`src/include/epg_defines.svh`:
```
/*
 * Register offsets, field widths, reset values and timing counts
 * for the eight-channel pulse width modulator.
 * Assumes a byte-addressed word bus with an 8-bit address.
 */
`ifndef EPG_DEFINES_SVH
`define EPG_DEFINES_SVH

`define EPG_ADDR_W       8
`define EPG_DATA_W       32
`define EPG_PINS         32
`define EPG_CHANS        8
`define EPG_CH_W         3
`define EPG_PIN_BASE     24

`define EPG_OFS_TICK     8'h00
`define EPG_OFS_LIMIT    8'h04
`define EPG_OFS_DIR      8'h08
`define EPG_OFS_OUTV     8'h0C
`define EPG_OFS_STATUS   8'h10
`define EPG_OFS_PINS     8'h14
`define EPG_DUTY_TAG     3'h1
`define EPG_ST_RUN_BIT   8

`define EPG_TICK_W       15
`define EPG_TICK_MIN_US  15'h0014
`define EPG_TICK_MAX_US  15'h4000
`define EPG_RST_TICK     15'h0014
`define EPG_RST_LIMIT    8'h00
`define EPG_RST_DUTY     8'h00
`define EPG_RST_DIR      32'h0000_0000
`define EPG_RST_OUTV     32'h0000_0000

`define EPG_CLK_NS       25
`define EPG_US_NS        1000
`define EPG_US_CYC       (`EPG_US_NS / `EPG_CLK_NS)
`define EPG_US_CNT_W     6

`endif

```
`src/include/epg_pkg.sv`:
```
/*
 * Types shared by the pulse width modulator design files.
 * Assumes epg_defines.svh is on the include path.
 */
`include "epg_defines.svh"

package epg_pkg;
	typedef logic [`EPG_ADDR_W-1:0] epg_addr_t;
	typedef logic [`EPG_DATA_W-1:0] epg_word_t;
	typedef logic [`EPG_PINS-1:0]   epg_pins_t;
	typedef logic [7:0]             epg_duty_t;
	typedef logic [`EPG_TICK_W-1:0] epg_tick_t;
endpackage

```
`src/hw/epg_top.sv`:
```
/*
 * Eight-channel pulse width modulator with its register port and
 * the output stage of 32 general pins.
 * Assumes one 40 MHz clock, synchronous pin inputs and a master
 * that issues one-cycle strobes and never waits.
 */
`timescale 1ns/1ps
`default_nettype none
`include "epg_defines.svh"

module epg_top (
	input  wire logic              clock_i,
	input  wire logic              rst_n_i,
	input  wire logic              ce_i,
	input  wire epg_pkg::epg_addr_t addr_i,
	input  wire epg_pkg::epg_word_t wdata_i,
	input  wire logic              wr_i,
	input  wire logic              rd_i,
	output var  epg_pkg::epg_word_t rdata_o,
	input  wire epg_pkg::epg_pins_t pin_i,
	output var  epg_pkg::epg_pins_t pin_o,
	output var  epg_pkg::epg_pins_t pin_oe_n_o,
	output var  epg_pkg::epg_pins_t pullup_o
);
	import epg_pkg::*;

	epg_tick_t tick_r;
	epg_duty_t limit_r;
	epg_pins_t dir_r;
	epg_pins_t outv_r;
	epg_duty_t duty_r [`EPG_CHANS];
	epg_word_t rdata_r;

	logic [`EPG_US_CNT_W-1:0] us_cnt_r;
	epg_tick_t                tk_cnt_r;
	epg_duty_t                cnt_r;
	logic [`EPG_CHANS-1:0]    pwm_r;
	epg_pins_t                pin_r;
	epg_pins_t                oe_n_r;
	epg_pins_t                pu_r;

	// Address decode
	wire wr_en   = ce_i && wr_i;
	wire rd_en   = ce_i && rd_i;
	wire hit_tk  = addr_i == `EPG_OFS_TICK;
	wire hit_lim = addr_i == `EPG_OFS_LIMIT;
	wire hit_dir = addr_i == `EPG_OFS_DIR;
	wire hit_out = addr_i == `EPG_OFS_OUTV;
	wire hit_st  = addr_i == `EPG_OFS_STATUS;
	wire hit_pin = addr_i == `EPG_OFS_PINS;
	wire hit_dty = addr_i[7:5] == `EPG_DUTY_TAG;
	wire [`EPG_CH_W-1:0] dty_sel = addr_i[4:2];
	// Declared here because status readback needs it before the prescaler
	wire lim_on  = limit_r != 8'h00;

	// Register writes
	always_ff @(posedge clock_i or negedge rst_n_i) begin
		if (!rst_n_i) begin
			tick_r  <= `EPG_RST_TICK;
			limit_r <= `EPG_RST_LIMIT;
			dir_r   <= `EPG_RST_DIR;
			outv_r  <= `EPG_RST_OUTV;
		end else if (wr_en) begin
			if (hit_tk)
				tick_r <= wdata_i[`EPG_TICK_W-1:0];
			if (hit_lim)
				limit_r <= wdata_i[7:0];
			if (hit_dir)
				dir_r <= wdata_i;
			if (hit_out)
				outv_r <= wdata_i;
		end
	end

	// Per-channel duty registers
	genvar gd;
	generate
		for (gd = 0; gd < `EPG_CHANS; gd++) begin : g_duty
			wire dty_we = wr_en && hit_dty && dty_sel == `EPG_CH_W'(gd);
			always_ff @(posedge clock_i or negedge rst_n_i) begin
				if (!rst_n_i)
					duty_r[gd] <= `EPG_RST_DUTY;
				else if (dty_we)
					duty_r[gd] <= wdata_i[7:0];
			end
		end
	endgenerate

	a_duty_write: assert property (
		@(posedge clock_i) disable iff (!rst_n_i)
		wr_en && hit_dty
		|=> duty_r[$past(dty_sel)] == $past(wdata_i[7:0]))
		else $error("duty write not stored");

	// Readback
	wire [`EPG_DATA_W-1:0] st_word =
		{23'h0, lim_on, cnt_r};
	wire [`EPG_DATA_W-1:0] rd_mux =
		hit_tk  ? {17'h0, tick_r} :
		hit_lim ? {24'h0, limit_r} :
		hit_dir ? dir_r :
		hit_out ? outv_r :
		hit_st  ? st_word :
		hit_pin ? pin_i :
		hit_dty ? {24'h0, duty_r[dty_sel]} :
		32'h0000_0000;

	always_ff @(posedge clock_i or negedge rst_n_i) begin
		if (!rst_n_i)
			rdata_r <= 32'h0000_0000;
		else if (ce_i)
			rdata_r <= rd_en ? rd_mux : 32'h0000_0000;
	end
	assign rdata_o = rdata_r;

	// Tick prescaler: microsecond strobe, then tick_period_micros of them.
	// Out-of-range periods are clamped, so a bad write cannot stall the tick.
	wire [`EPG_US_CNT_W-1:0] us_last =
		`EPG_US_CNT_W'(`EPG_US_CYC - 1);
	wire us_p = us_cnt_r == us_last;
	wire epg_tick_t tk_eff =
		(tick_r < `EPG_TICK_MIN_US) ? `EPG_TICK_MIN_US :
		(tick_r > `EPG_TICK_MAX_US) ? `EPG_TICK_MAX_US : tick_r;
	// At-or-above compare: lowering the period mid-count cannot overrun
	wire tick_p = us_p && tk_cnt_r >= tk_eff - 15'h0001;

	always_ff @(posedge clock_i or negedge rst_n_i) begin
		if (!rst_n_i) begin
			us_cnt_r <= '0;
			tk_cnt_r <= '0;
		end else if (ce_i) begin
			if (!lim_on || us_p)
				us_cnt_r <= '0;
			else
				us_cnt_r <= us_cnt_r + 6'h01;
			if (!lim_on || tick_p)
				tk_cnt_r <= '0;
			else if (us_p)
				tk_cnt_r <= tk_cnt_r + 15'h0001;
		end
	end

	// Shared counter; also wraps if the limit was lowered below it
	wire epg_duty_t lim_m1  = limit_r - 8'h01;
	wire epg_duty_t cnt_nxt =
		(cnt_r >= lim_m1) ? 8'h00 : cnt_r + 8'h01;

	always_ff @(posedge clock_i or negedge rst_n_i) begin
		if (!rst_n_i)
			cnt_r <= 8'h00;
		else if (ce_i) begin
			if (!lim_on)
				cnt_r <= 8'h00;
			else if (tick_p)
				cnt_r <= cnt_nxt;
		end
	end

	// Comparators, one per channel
	genvar gc;
	generate
		for (gc = 0; gc < `EPG_CHANS; gc++) begin : g_cmp
			wire full = duty_r[gc] >= limit_r;
			wire below = cnt_r < duty_r[gc];
			wire pwm_nxt = lim_on && (full || below);
			always_ff @(posedge clock_i or negedge rst_n_i) begin
				if (!rst_n_i)
					pwm_r[gc] <= 1'b0;
				else if (ce_i)
					pwm_r[gc] <= pwm_nxt;
			end

			a_duty_zero_low: assert property (
				@(posedge clock_i) disable iff (!rst_n_i)
				ce_i && duty_r[gc] == 8'h00 |=> !pwm_r[gc])
				else $error("zero duty channel not low");

			a_duty_full_high: assert property (
				@(posedge clock_i) disable iff (!rst_n_i)
				ce_i && lim_on && duty_r[gc] >= limit_r
				|=> pwm_r[gc])
				else $error("full duty channel not high");

			a_duty_compare: assert property (
				@(posedge clock_i) disable iff (!rst_n_i)
				ce_i && lim_on && duty_r[gc] < limit_r
				|=> pwm_r[gc] == ($past(cnt_r) < $past(duty_r[gc])))
				else $error("channel level disagrees with counter");
		end
	endgenerate

	// Pin stage: pins 24..31 take channel levels while running,
	// the rest always follow the output value register.
	genvar gp;
	generate
		for (gp = 0; gp < `EPG_PINS; gp++) begin : g_pin
			wire val;
			if (gp >= `EPG_PIN_BASE) begin : g_pwm
				assign val = lim_on ? pwm_r[gp - `EPG_PIN_BASE] : outv_r[gp];
			end else begin : g_gpo
				assign val = outv_r[gp];
			end
			always_ff @(posedge clock_i or negedge rst_n_i) begin
				if (!rst_n_i) begin
					pin_r[gp]  <= 1'b0;
					oe_n_r[gp] <= 1'b1;
					pu_r[gp]   <= 1'b0;
				end else if (ce_i) begin
					pin_r[gp]  <= dir_r[gp] & val;
					oe_n_r[gp] <= ~dir_r[gp];
					pu_r[gp]   <= ~dir_r[gp] & val;
				end
			end

			a_dir_enable: assert property (
				@(posedge clock_i) disable iff (!rst_n_i)
				ce_i |=> pin_oe_n_o[gp] == !$past(dir_r[gp]))
				else $error("pin enable does not follow direction");
		end
	endgenerate

	assign pin_o      = pin_r;
	assign pin_oe_n_o = oe_n_r;
	assign pullup_o   = pu_r;

	a_off_quiet: assert property (
		@(posedge clock_i) disable iff (!rst_n_i)
		ce_i && !lim_on |=> pwm_r == 8'h00 && cnt_r == 8'h00)
		else $error("modulator active with zero limit");

	a_cnt_wrap: assert property (
		@(posedge clock_i) disable iff (!rst_n_i)
		ce_i && lim_on && tick_p && cnt_r == lim_m1
		|=> cnt_r == 8'h00)
		else $error("counter missed its wrap");

	a_cnt_step: assert property (
		@(posedge clock_i) disable iff (!rst_n_i)
		ce_i && lim_on && tick_p && cnt_r < lim_m1
		|=> cnt_r == $past(cnt_r) + 8'h01)
		else $error("counter did not advance on tick");

	a_cnt_hold: assert property (
		@(posedge clock_i) disable iff (!rst_n_i)
		lim_on && !tick_p && $stable(limit_r) |=> $stable(cnt_r))
		else $error("counter moved between ticks");

	a_pin_drive: assert property (
		@(posedge clock_i) disable iff (!rst_n_i)
		ce_i && lim_on && dir_r[`EPG_PIN_BASE]
		|=> pin_o[`EPG_PIN_BASE] == $past(pwm_r[0])
		&& !pin_oe_n_o[`EPG_PIN_BASE])
		else $error("output pin not driven by channel 0");

	a_pin_pullup: assert property (
		@(posedge clock_i) disable iff (!rst_n_i)
		ce_i && lim_on && !dir_r[`EPG_PINS-1]
		|=> pullup_o[`EPG_PINS-1] == $past(pwm_r[`EPG_CHANS-1])
		&& !pin_o[`EPG_PINS-1])
		else $error("input pin pull-up not switched by channel 7");

	a_us_strobe: assert property (
		@(posedge clock_i) disable iff (!rst_n_i)
		ce_i && lim_on && us_p |=> us_cnt_r == 6'h00 ##1
		($past(!ce_i || !lim_on) || us_cnt_r == 6'h01))
		else $error("microsecond prescaler misbehaves");

	a_read_data: assert property (
		@(posedge clock_i) disable iff (!rst_n_i)
		ce_i && rd_i && hit_lim |=> rdata_o == {24'h0, $past(limit_r)})
		else $error("limit readback wrong");

	a_status_read: assert property (
		@(posedge clock_i) disable iff (!rst_n_i)
		rd_en && hit_st
		|=> rdata_o == {23'h0, $past(lim_on), $past(cnt_r)})
		else $error("status readback wrong");

	a_ce_freeze: assert property (
		@(posedge clock_i) disable iff (!rst_n_i)
		!ce_i |=> $stable(cnt_r) && $stable(pin_o) && $stable(rdata_o))
		else $error("state moved with clock enable low");

endmodule

`default_nettype wire

```
`config.mk`:
```
export PLATFORM = sky130hd
export DESIGN_NAME = epg_top
export DESIGN_NICKNAME = d
export VERILOG_FILES = /design/src/include/epg_pkg.sv /design/src/hw/epg_top.sv
export VERILOG_INCLUDE_DIRS = /design/src /design/src/include
export SDC_FILE = /design/constraint.sdc
export NUM_CORES = 1
export LEC_CHECK = 0
export BUFFER_PORTS_ARGS = -buffer_cell sky130_fd_sc_hd__buf_4
export CAP_MARGIN = 10
export CORE_UTILIZATION = 40
export CTS_BUF_LIST = sky130_fd_sc_hd__clkbuf_8
export DETAILED_ROUTE_END_ITERATION = 12
export PLACE_DENSITY = 0.62
export SKIP_CTS_REPAIR_TIMING = 1
export SLEW_MARGIN = 10
export SYNTH_ARGS = -nofsm -noshare
export SYNTH_HDL_FRONTEND = slang
export SYNTH_SLANG_ARGS = --single-unit
```
`constraint.sdc`:
```
create_clock -name clock_i -period 4.7 [get_ports clock_i]
set_input_delay 0.47 -clock clock_i [delete_from_list [all_inputs] [get_ports clock_i]]
set_output_delay 0.47 -clock clock_i [all_outputs]
set_load 0.01 [all_outputs]
```
==> flow_metrics.env, run 1 <==
export IMPL_outcome="finished, final reports clean"
export IMPL_initial_utilization_pct=41.0
export IMPL_cellLeakagePower_nw=10.0
export IMPL_timing_clock_skew_ns=0.0325
export IMPL_min_from="wdata_i[19]"
export IMPL_worstSetupStartpointType="flop"
export IMPL_ys_ff_latch=316
export IMPL_preCtsSetupSlack_ns=0.150
export IMPL_critical_path_slowest_cell="or4_4"
export IMPL_dr_total_vias=13795
export IMPL_power_density_nw_per_um2=312
export IMPL_tritoncts="done"
export IMPL_pins_over_their_slew_limit=0
export IMPL_ff2ff_setup_slack_ns=0.45
export IMPL_antenna_nets_post_route=0
export IMPL_critPathTopFamily="simple AND/OR/NAND/NOR gates"
export IMPL_postLayoutSetupSlackWorst_ns=0.454
export IMPL_cts_reportedPaths_clkPinSlew_ns=0.06
export IMPL_yosysUniqueCellTypes=76
export IMPL_finalSetupViolations=0
export IMPL_mostFrequentLayoutCell="dfrtp_1"
export IMPL_clock_insertion_delay_worst_skew_ns=0.67
export IMPL_worstPathArrival_ns=4.80
export IMPL_drt_vias_per_instance=5.63
export IMPL_delay_of_the_slowest_critical_path_stage_ns=0.55
export IMPL_grt_pass1_vias=13894
export IMPL_global_route_overflow_total=0
export IMPL_multi_input_area_um2=8580
export IMPL_dieWidth_um=210
export IMPL_worstPathBufferInverterCount=0
export IMPL_vdd_ir_drop_worst_mv=0.195
export IMPL_grt_pass1_wl_um=81000
export IMPL_first_iter_violations=1213
export IMPL_grt_util_all_layers_pct=23.9
export IMPL_grt_max_degree=124
export IMPL_ctsHtreeMaxLevel=2
export IMPL_gpl_final_weighted_congestion=0.914
export IMPL_post_synth_instance_area_um2=17300
export IMPL_final_seq_area_um2=7950
export IMPL_drtPass1Iterations=8
export IMPL_wl_um=52100
export IMPL_worstPathRequired_ns=5.25
export IMPL_crit_path_max_fanout=8
export IMPL_design_final_nets=2054
export IMPL_synthToLayoutAreaGrowth_pct=18.2
export IMPL_coreArea_um2=42300
export IMPL_wire_per_inst_um=21.3
export IMPL_tritoncts_num_sinks=316
export IMPL_drive_above_1_share_pct=24.9
export IMPL_cts_inserted_buffers=53
export IMPL_setup_repair_after_global_routing_missed_its_margin="false"
export IMPL_final_fill_count=3951
export IMPL_final_cell_mix="282 x dfrtp_1, 219 x buf_4, 153 x nand2_1"
export IMPL_floorplan_io_pins=205
export IMPL_final_period_utilization_pct=90.3
export IMPL_synthesis_area_per_instance_um2=10.6
export IMPL_worst_pin_slew_ns=1.09
export IMPL_place_hpwl_um=36500
export IMPL_dpl_instance_area_um2=19400
export IMPL_max_slew_margin_pct=26.7
export IMPL_timing_worst_setup_path_type="reg2reg"
export IMPL_antenna_found_initial=1
export IMPL_crit_reg2reg_launch="tick_r[9]$_DFFE_PN0P_"
export IMPL_final_cell_area_um2=20500
export IMPL_drc=0
export IMPL_ys_seq_area_share_pct=45.9
export IMPL_io_buffer_count=204
export IMPL_dieHeight_um=210
export IMPL_timing_critical_path_to_type="flop"
export IMPL_post_route_min_period_ns=4.25
export IMPL_cp_depth=16
export IMPL_postSynthCellCount=1632
export IMPL_number_of_buffers_on_the_longest_clock_path=3
export IMPL_timing_critical_path_cells="or4_4 > nor3_4 > nand2_1 > nand3_1 > ha_2 > o21ai_0 > a21oi_2 > nand2b_1 > a31oi_1 > ha_1 > nand4_1 > nor4_1 > nor4_2 > and3_1 > nor3_2 > a22o_1"
export IMPL_final_hold_viol_count=0
export IMPL_tns_ns=0
export IMPL_max_cap_violations=0
export IMPL_ys_dominant_reg_cell="dfrtp_1"
export IMPL_fp_dieArea_um2=44200
export IMPL_worst_hold_endpoint="dir_r[19]$_DFFE_PN0P_"
export IMPL_synth_enable_flop_cells=0
export IMPL_async_flop_share_pct=100
export IMPL_r2r_worst_path_cells=16
export IMPL_crit_reg2reg_capture="cnt_r[5]$_DFFE_PN0P_"
export IMPL_synthesis_nets=1858
export IMPL_clock_root_buffer="clkbuf_8"
export IMPL_min_delay_path_class="in2reg"
export IMPL_hold_path_depth=3
export IMPL_ys_warnings_count=0
export IMPL_top_achievable_clock_speed_ghz=0.236
export IMPL_floorplan_rows=75
## layer usage
| layer | GRT usage [%] | wire length [um] | part of all wire [%] | vias to the layer above |
|---|---|---|---|---|
| met5 | 0 | 0 | 0 | - |
| met2 | 39.4 | 24900 | 48 | 426 |
| met4 | 9.61 | 1960 | 3.8 | 0 |
| met3 | 4.10 | 3040 | 5.8 | 121 |
| li1 | - | - | - | 6372 |
| met1 | 31.1 | 22300 | 43 | 6876 |
## worst reg2reg max path, stage by stage, from the launching register on
cell and delay, ns:
dfrtp_1 0.45, or4_4 0.55, nor3_4 0.30, nand2_1 0.15
nand3_1 0.14, ha_2 0.28, o21ai_0 0.13, a21oi_2 0.23
nand2b_1 0.08, a31oi_1 0.21, ha_1 0.31, nand4_1 0.15
nor4_1 0.08, nor4_2 0.38, and3_1 0.36, nor3_2 0.11
a22o_1 0.23
## state kept, by name, indices dropped and copies added (netlist names)
signal / cells
cnt_r: 8
limit_r: 8
dir_r: 32
us_cnt_r: 6
duty_r: 64
outv_r: 32
pin_o: 32
pin_oe_n_o: 32
tk_cnt_r: 15
pwm_r: 8
pullup_o: 32
rdata_o: 32
tick_r: 15
## through the flow
stage               util (%)  power, mW  hold slack (ns)  std cells
global placement        45.8       3.97            0.457       2347
global route            48.4       6.71         0.000349       2448
CTS                     48.3       6.46          -0.0696       2445
detailed placement      45.8       4.00            0.463       2347
finish                  48.4       6.40           0.0101       2450
floorplan                  -       3.60            0.174       1632
## cell usage after synthesis, types with 4 or more instances
master / instances / area share (%)
nand4_1: 12 / 0.43
ha_1: 149 / 11
xor2_1: 13 / 0.66
dfstp_2: 34 / 5.2
o221a_2: 8 / 0.52
nand2b_1: 27 / 0.97
o21ai_0: 142 / 4.1
xnor2_1: 13 / 0.66
o2bb2ai_1: 64 / 3.2
and3_1: 11 / 0.40
nor2b_1: 13 / 0.47
buf_4: 5 / 0.22
dfrtp_1: 282 / 41
a221o_1: 9 / 0.52
mux4_2: 14 / 1.8
inv_1: 123 / 2.7
nand3_1: 29 / 0.84
a211oi_1: 35 / 1.5
a21oi_1: 67 / 1.9
a22o_1: 15 / 0.76
a21o_1: 34 / 1.5
o32ai_1: 4 / 0.20
nand2_1: 153 / 3.3
o22ai_1: 8 / 0.29
clkbuf_1: 49 / 1.1
nor3_1: 7 / 0.20
a222oi_1: 17 / 0.98
mux2i_1: 20 / 1.2
nor2_1: 63 / 1.4
o221ai_1: 5 / 0.25
nor4_1: 4 / 0.14
a221oi_1: 8 / 0.40
buf_2: 24 / 0.69
nor3_2: 5 / 0.29
mux2_2: 91 / 5.9
o2111ai_1: 16 / 0.81
## final cells by class
class	instances	share of cell area, %
multi-input combinational	1109	41.9
sequential	316	38.8
timing repair buffer	224	8.34
clock buffer	65	4.37
tap	577	3.52
inverter	124	2.28
clock inverter	33	0.788
antenna	2	0.0244
## worst max path at each step
stage / from / end / slack (ns)
after global routing: tick_r[9]$_DFFE_PN0P_ / cnt_r[5]$_DFFE_PN0P_ / 0.09
after global placement: tick_r[11]$_DFFE_PN0P_ / cnt_r[6]$_DFFE_PN0P_ / 0.27
final: tick_r[9]$_DFFE_PN0P_ / cnt_r[5]$_DFFE_PN0P_ / 0.45
after CTS: tick_r[9]$_DFFE_PN0P_ / cnt_r[6]$_DFFE_PN0P_ / 0.16
after floorplan: tick_r[11]$_DFFE_PN0P_ / cnt_r[6]$_DFFE_PN0P_ / 0.71
after detailed placement: tick_r[9]$_DFFE_PN0P_ / cnt_r[6]$_DFFE_PN0P_ / 0.15
## kinds of logic after synthesis
family / synth area share, %
buf+inv: 4.84
mux: 8.95
simple gates: 9.63
xor+xnor: 1.31
flops: 45.9
compound gates: 18.6
fa+ha+maj: 10.8
## report_power, final
part	switching [mW]	internal [mW]
combinational	0.523	0.398
sequential	0.153	2.89
clock	1.19	1.25
total	1.86	4.54
Power figures use the tool's default switching activity.
==> inputs of run 2 (changes only) <==
--- a/config.mk
+++ b/config.mk
@@ -8,9 +8,11 @@
 export LEC_CHECK = 0
 export BUFFER_PORTS_ARGS = -buffer_cell sky130_fd_sc_hd__buf_4
 export CAP_MARGIN = 10
+export CORE_MARGIN = 1
 export CORE_UTILIZATION = 40
 export CTS_BUF_LIST = sky130_fd_sc_hd__clkbuf_8
 export DETAILED_ROUTE_END_ITERATION = 12
+export HOLD_SLACK_MARGIN = 0.1
 export PLACE_DENSITY = 0.62
 export SKIP_CTS_REPAIR_TIMING = 1
 export SLEW_MARGIN = 10
==> flow_metrics.env, run 2 (same netlist as run 1, synthesis figures left out) <==
export IMPL_place_hpwl_um=36500
export IMPL_delay_of_the_slowest_critical_path_stage_ns=0.55
export IMPL_mostFrequentLayoutCell="dfrtp_1"
export IMPL_max_cap_violations=0
export IMPL_crit_path_max_fanout=8
export IMPL_timing_critical_path_to_type="flop"
export IMPL_power_internal_mw=4.55
export IMPL_antenna_found_initial=1
export IMPL_top_achievable_clock_speed_ghz=0.235
export IMPL_max_slew_margin_pct=25.5
export IMPL_drtPass1Iterations=6
export IMPL_drt_vias_per_instance=5.62
export IMPL_clock_root_buffer="clkbuf_8"
export IMPL_largest_register="duty_r"
export IMPL_grt_pass1_vias=13894
export IMPL_timing_worst_setup_path_type="reg2reg"
export IMPL_clock_insertion_delay_worst_skew_ns=0.67
export IMPL_initial_utilization_pct=41.0
export IMPL_final_hold_viol_count=0
export IMPL_combPwrFrac_pct=14.6
export IMPL_dieHeight_um=210
export IMPL_min_delay_path_class="in2reg"
export IMPL_number_of_buffers_on_the_longest_clock_path=3
export IMPL_outcome="finished, final reports clean"
export IMPL_tns_ns=0
export IMPL_power_share_sequential_pct=47.3
export IMPL_floorplan_rows=75
export IMPL_first_iter_violations=1218
export IMPL_tritoncts="done"
export IMPL_grt_util_all_layers_pct=23.9
export IMPL_final_period_utilization_pct=90.7
export IMPL_worstPathRequired_ns=5.30
export IMPL_tritoncts_num_sinks=316
export IMPL_post_route_min_period_ns=4.26
export IMPL_pins_over_their_slew_limit=0
export IMPL_synthToLayoutAreaGrowth_pct=19.7
export IMPL_fp_dieArea_um2=44200
export IMPL_dieWidth_um=210
export IMPL_cts_reportedPaths_clkPinSlew_ns=0.06
export IMPL_finalSetupViolations=0
export IMPL_cellLeakagePower_nw=10.1
export IMPL_dr_total_vias=13921
export IMPL_floorplan_io_pins=205
export IMPL_largest_register_ff_count=64
export IMPL_power_density_nw_per_um2=310
export IMPL_io_buffer_count=204
export IMPL_global_routing_usage_on_met2_pct=39.4
export IMPL_worstPathArrival_ns=4.86
export IMPL_antenna_nets_post_route=0
export IMPL_grt_busiest_layer="met2"
export IMPL_drive_above_1_share_pct=24.5
export IMPL_p_sw_share_pct=29.1
export IMPL_global_route_overflow_total=0
export IMPL_vdd_ir_drop_worst_mv=0.196
export IMPL_netSwitchingPower_mw=1.87
export IMPL_coreArea_um2=42300
export IMPL_postLayoutSetupSlackWorst_ns=0.439
export IMPL_crit_top_cell="o21ai_0"
export IMPL_grt_pass1_wl_um=81000
export IMPL_worst_pin_slew_ns=1.11
export IMPL_worstSetupStartpointType="flop"
export IMPL_grt_met3_usage_pct=4.10
export IMPL_wl_um=52400
export IMPL_setup_repair_after_global_routing_missed_its_margin="false"
export IMPL_critical_path_slowest_cell="or4_4"
export IMPL_timing_critical_path_cells="or4_4 > nor3_4 > nand2_1 > nand3_1 > ha_2 > o21ai_0 > a21oi_2 > o22a_2 > o21ai_0 > ha_1 > nand4_1 > nor4_1 > nor4_2 > and3_1 > nor3_2 > a22o_1"
export IMPL_preCtsSetupSlack_ns=0.150
export IMPL_clock_power_share_pct=38.0
export IMPL_grt_max_degree=124
export IMPL_gpl_final_weighted_congestion=0.914
export IMPL_final_cell_mix="282 x dfrtp_1, 219 x buf_4, 153 x nand2_1"
export IMPL_ctsHtreeMaxLevel=2
export IMPL_timing_clock_skew_ns=0.0360
export IMPL_design_final_nets=2079
export IMPL_drc=0
export IMPL_wire_per_inst_um=21.2
export IMPL_gr_usage_met1_pct=31.1
export IMPL_cts_inserted_buffers=53
run 2: worst max-delay path, delay by kind of cell (launching register included):
family          cells  cell delay, ns
compound gates      5            0.84
fa+ha+maj           2            0.61
simple gates        9            2.29
flops               1            0.46
run 2: cell type report:
cell class	count	area, um^2
multi-input cells	1109	8580
clock inverters	33	161
diodes	2	5.00
fillers	3916	21600
flip-flops and latches	316	7950
repair buffers	249	1960
inverters	124	468
clock buffers	65	895
well taps	577	722
run 2: per-stage QoR:
| step | utilization, % | instance area (um^2) | hold WS [ns] | total power [mW] | std cells |
|---|---|---|---|---|---|
| after floorplan | - | 17300 | 0.174 | 3.60 | 1632 |
| after global placement | 45.8 | 19400 | 0.457 | 3.97 | 2347 |
| after detailed placement | 45.8 | 19400 | 0.463 | 4.00 | 2347 |
| after CTS | 48.3 | 20400 | -0.0696 | 6.46 | 2445 |
| after global routing | 49.0 | 20700 | 0.101 | 6.73 | 2473 |
| final | 49.0 | 20700 | 0.108 | 6.42 | 2475 |
run 2: path summary, 6_finish.rpt:
check / depth (start not counted) / start / slack, ns / end
max: 16 / tick_r[9]$_DFFE_PN0P_ / 0.44 / cnt_r[5]$_DFFE_PN0P_
min: 3 / pin_i[21] / 0.11 / rdata_o[21]$_DFFE_PN0P_
max reg2reg: 16 / tick_r[9]$_DFFE_PN0P_ / 0.44 / cnt_r[5]$_DFFE_PN0P_
min reg2reg: 1 / dir_r[23]$_DFFE_PN0P_ / 0.46 / pin_oe_n_o[23]$_DFFE_PN1P_
max in group asynchronous: 3 / rst_n_i / 2.99 / tk_cnt_r[13]$_DFFE_PN0P_
min in group asynchronous: 2 / rst_n_i / 0.51 / pullup_o[24]$_DFFE_PN0P_
run 2: power groups by stage:
stage	Sequential, mW	Combinational (mW)	Clock [mW]
final	3.04	0.940	2.44
after global routing	3.06	1.05	2.62
after CTS	3.04	0.922	2.50
after detailed placement	3.08	0.918	0
after global placement	3.08	0.892	0
after floorplan	3.05	0.551	0
run 2: routing by layer:
layer	part of all wire, %	wire length [um]
met4	3.8	1990
met2	48	25000
met5	0	0
met3	5.8	3030
met1	43	22400
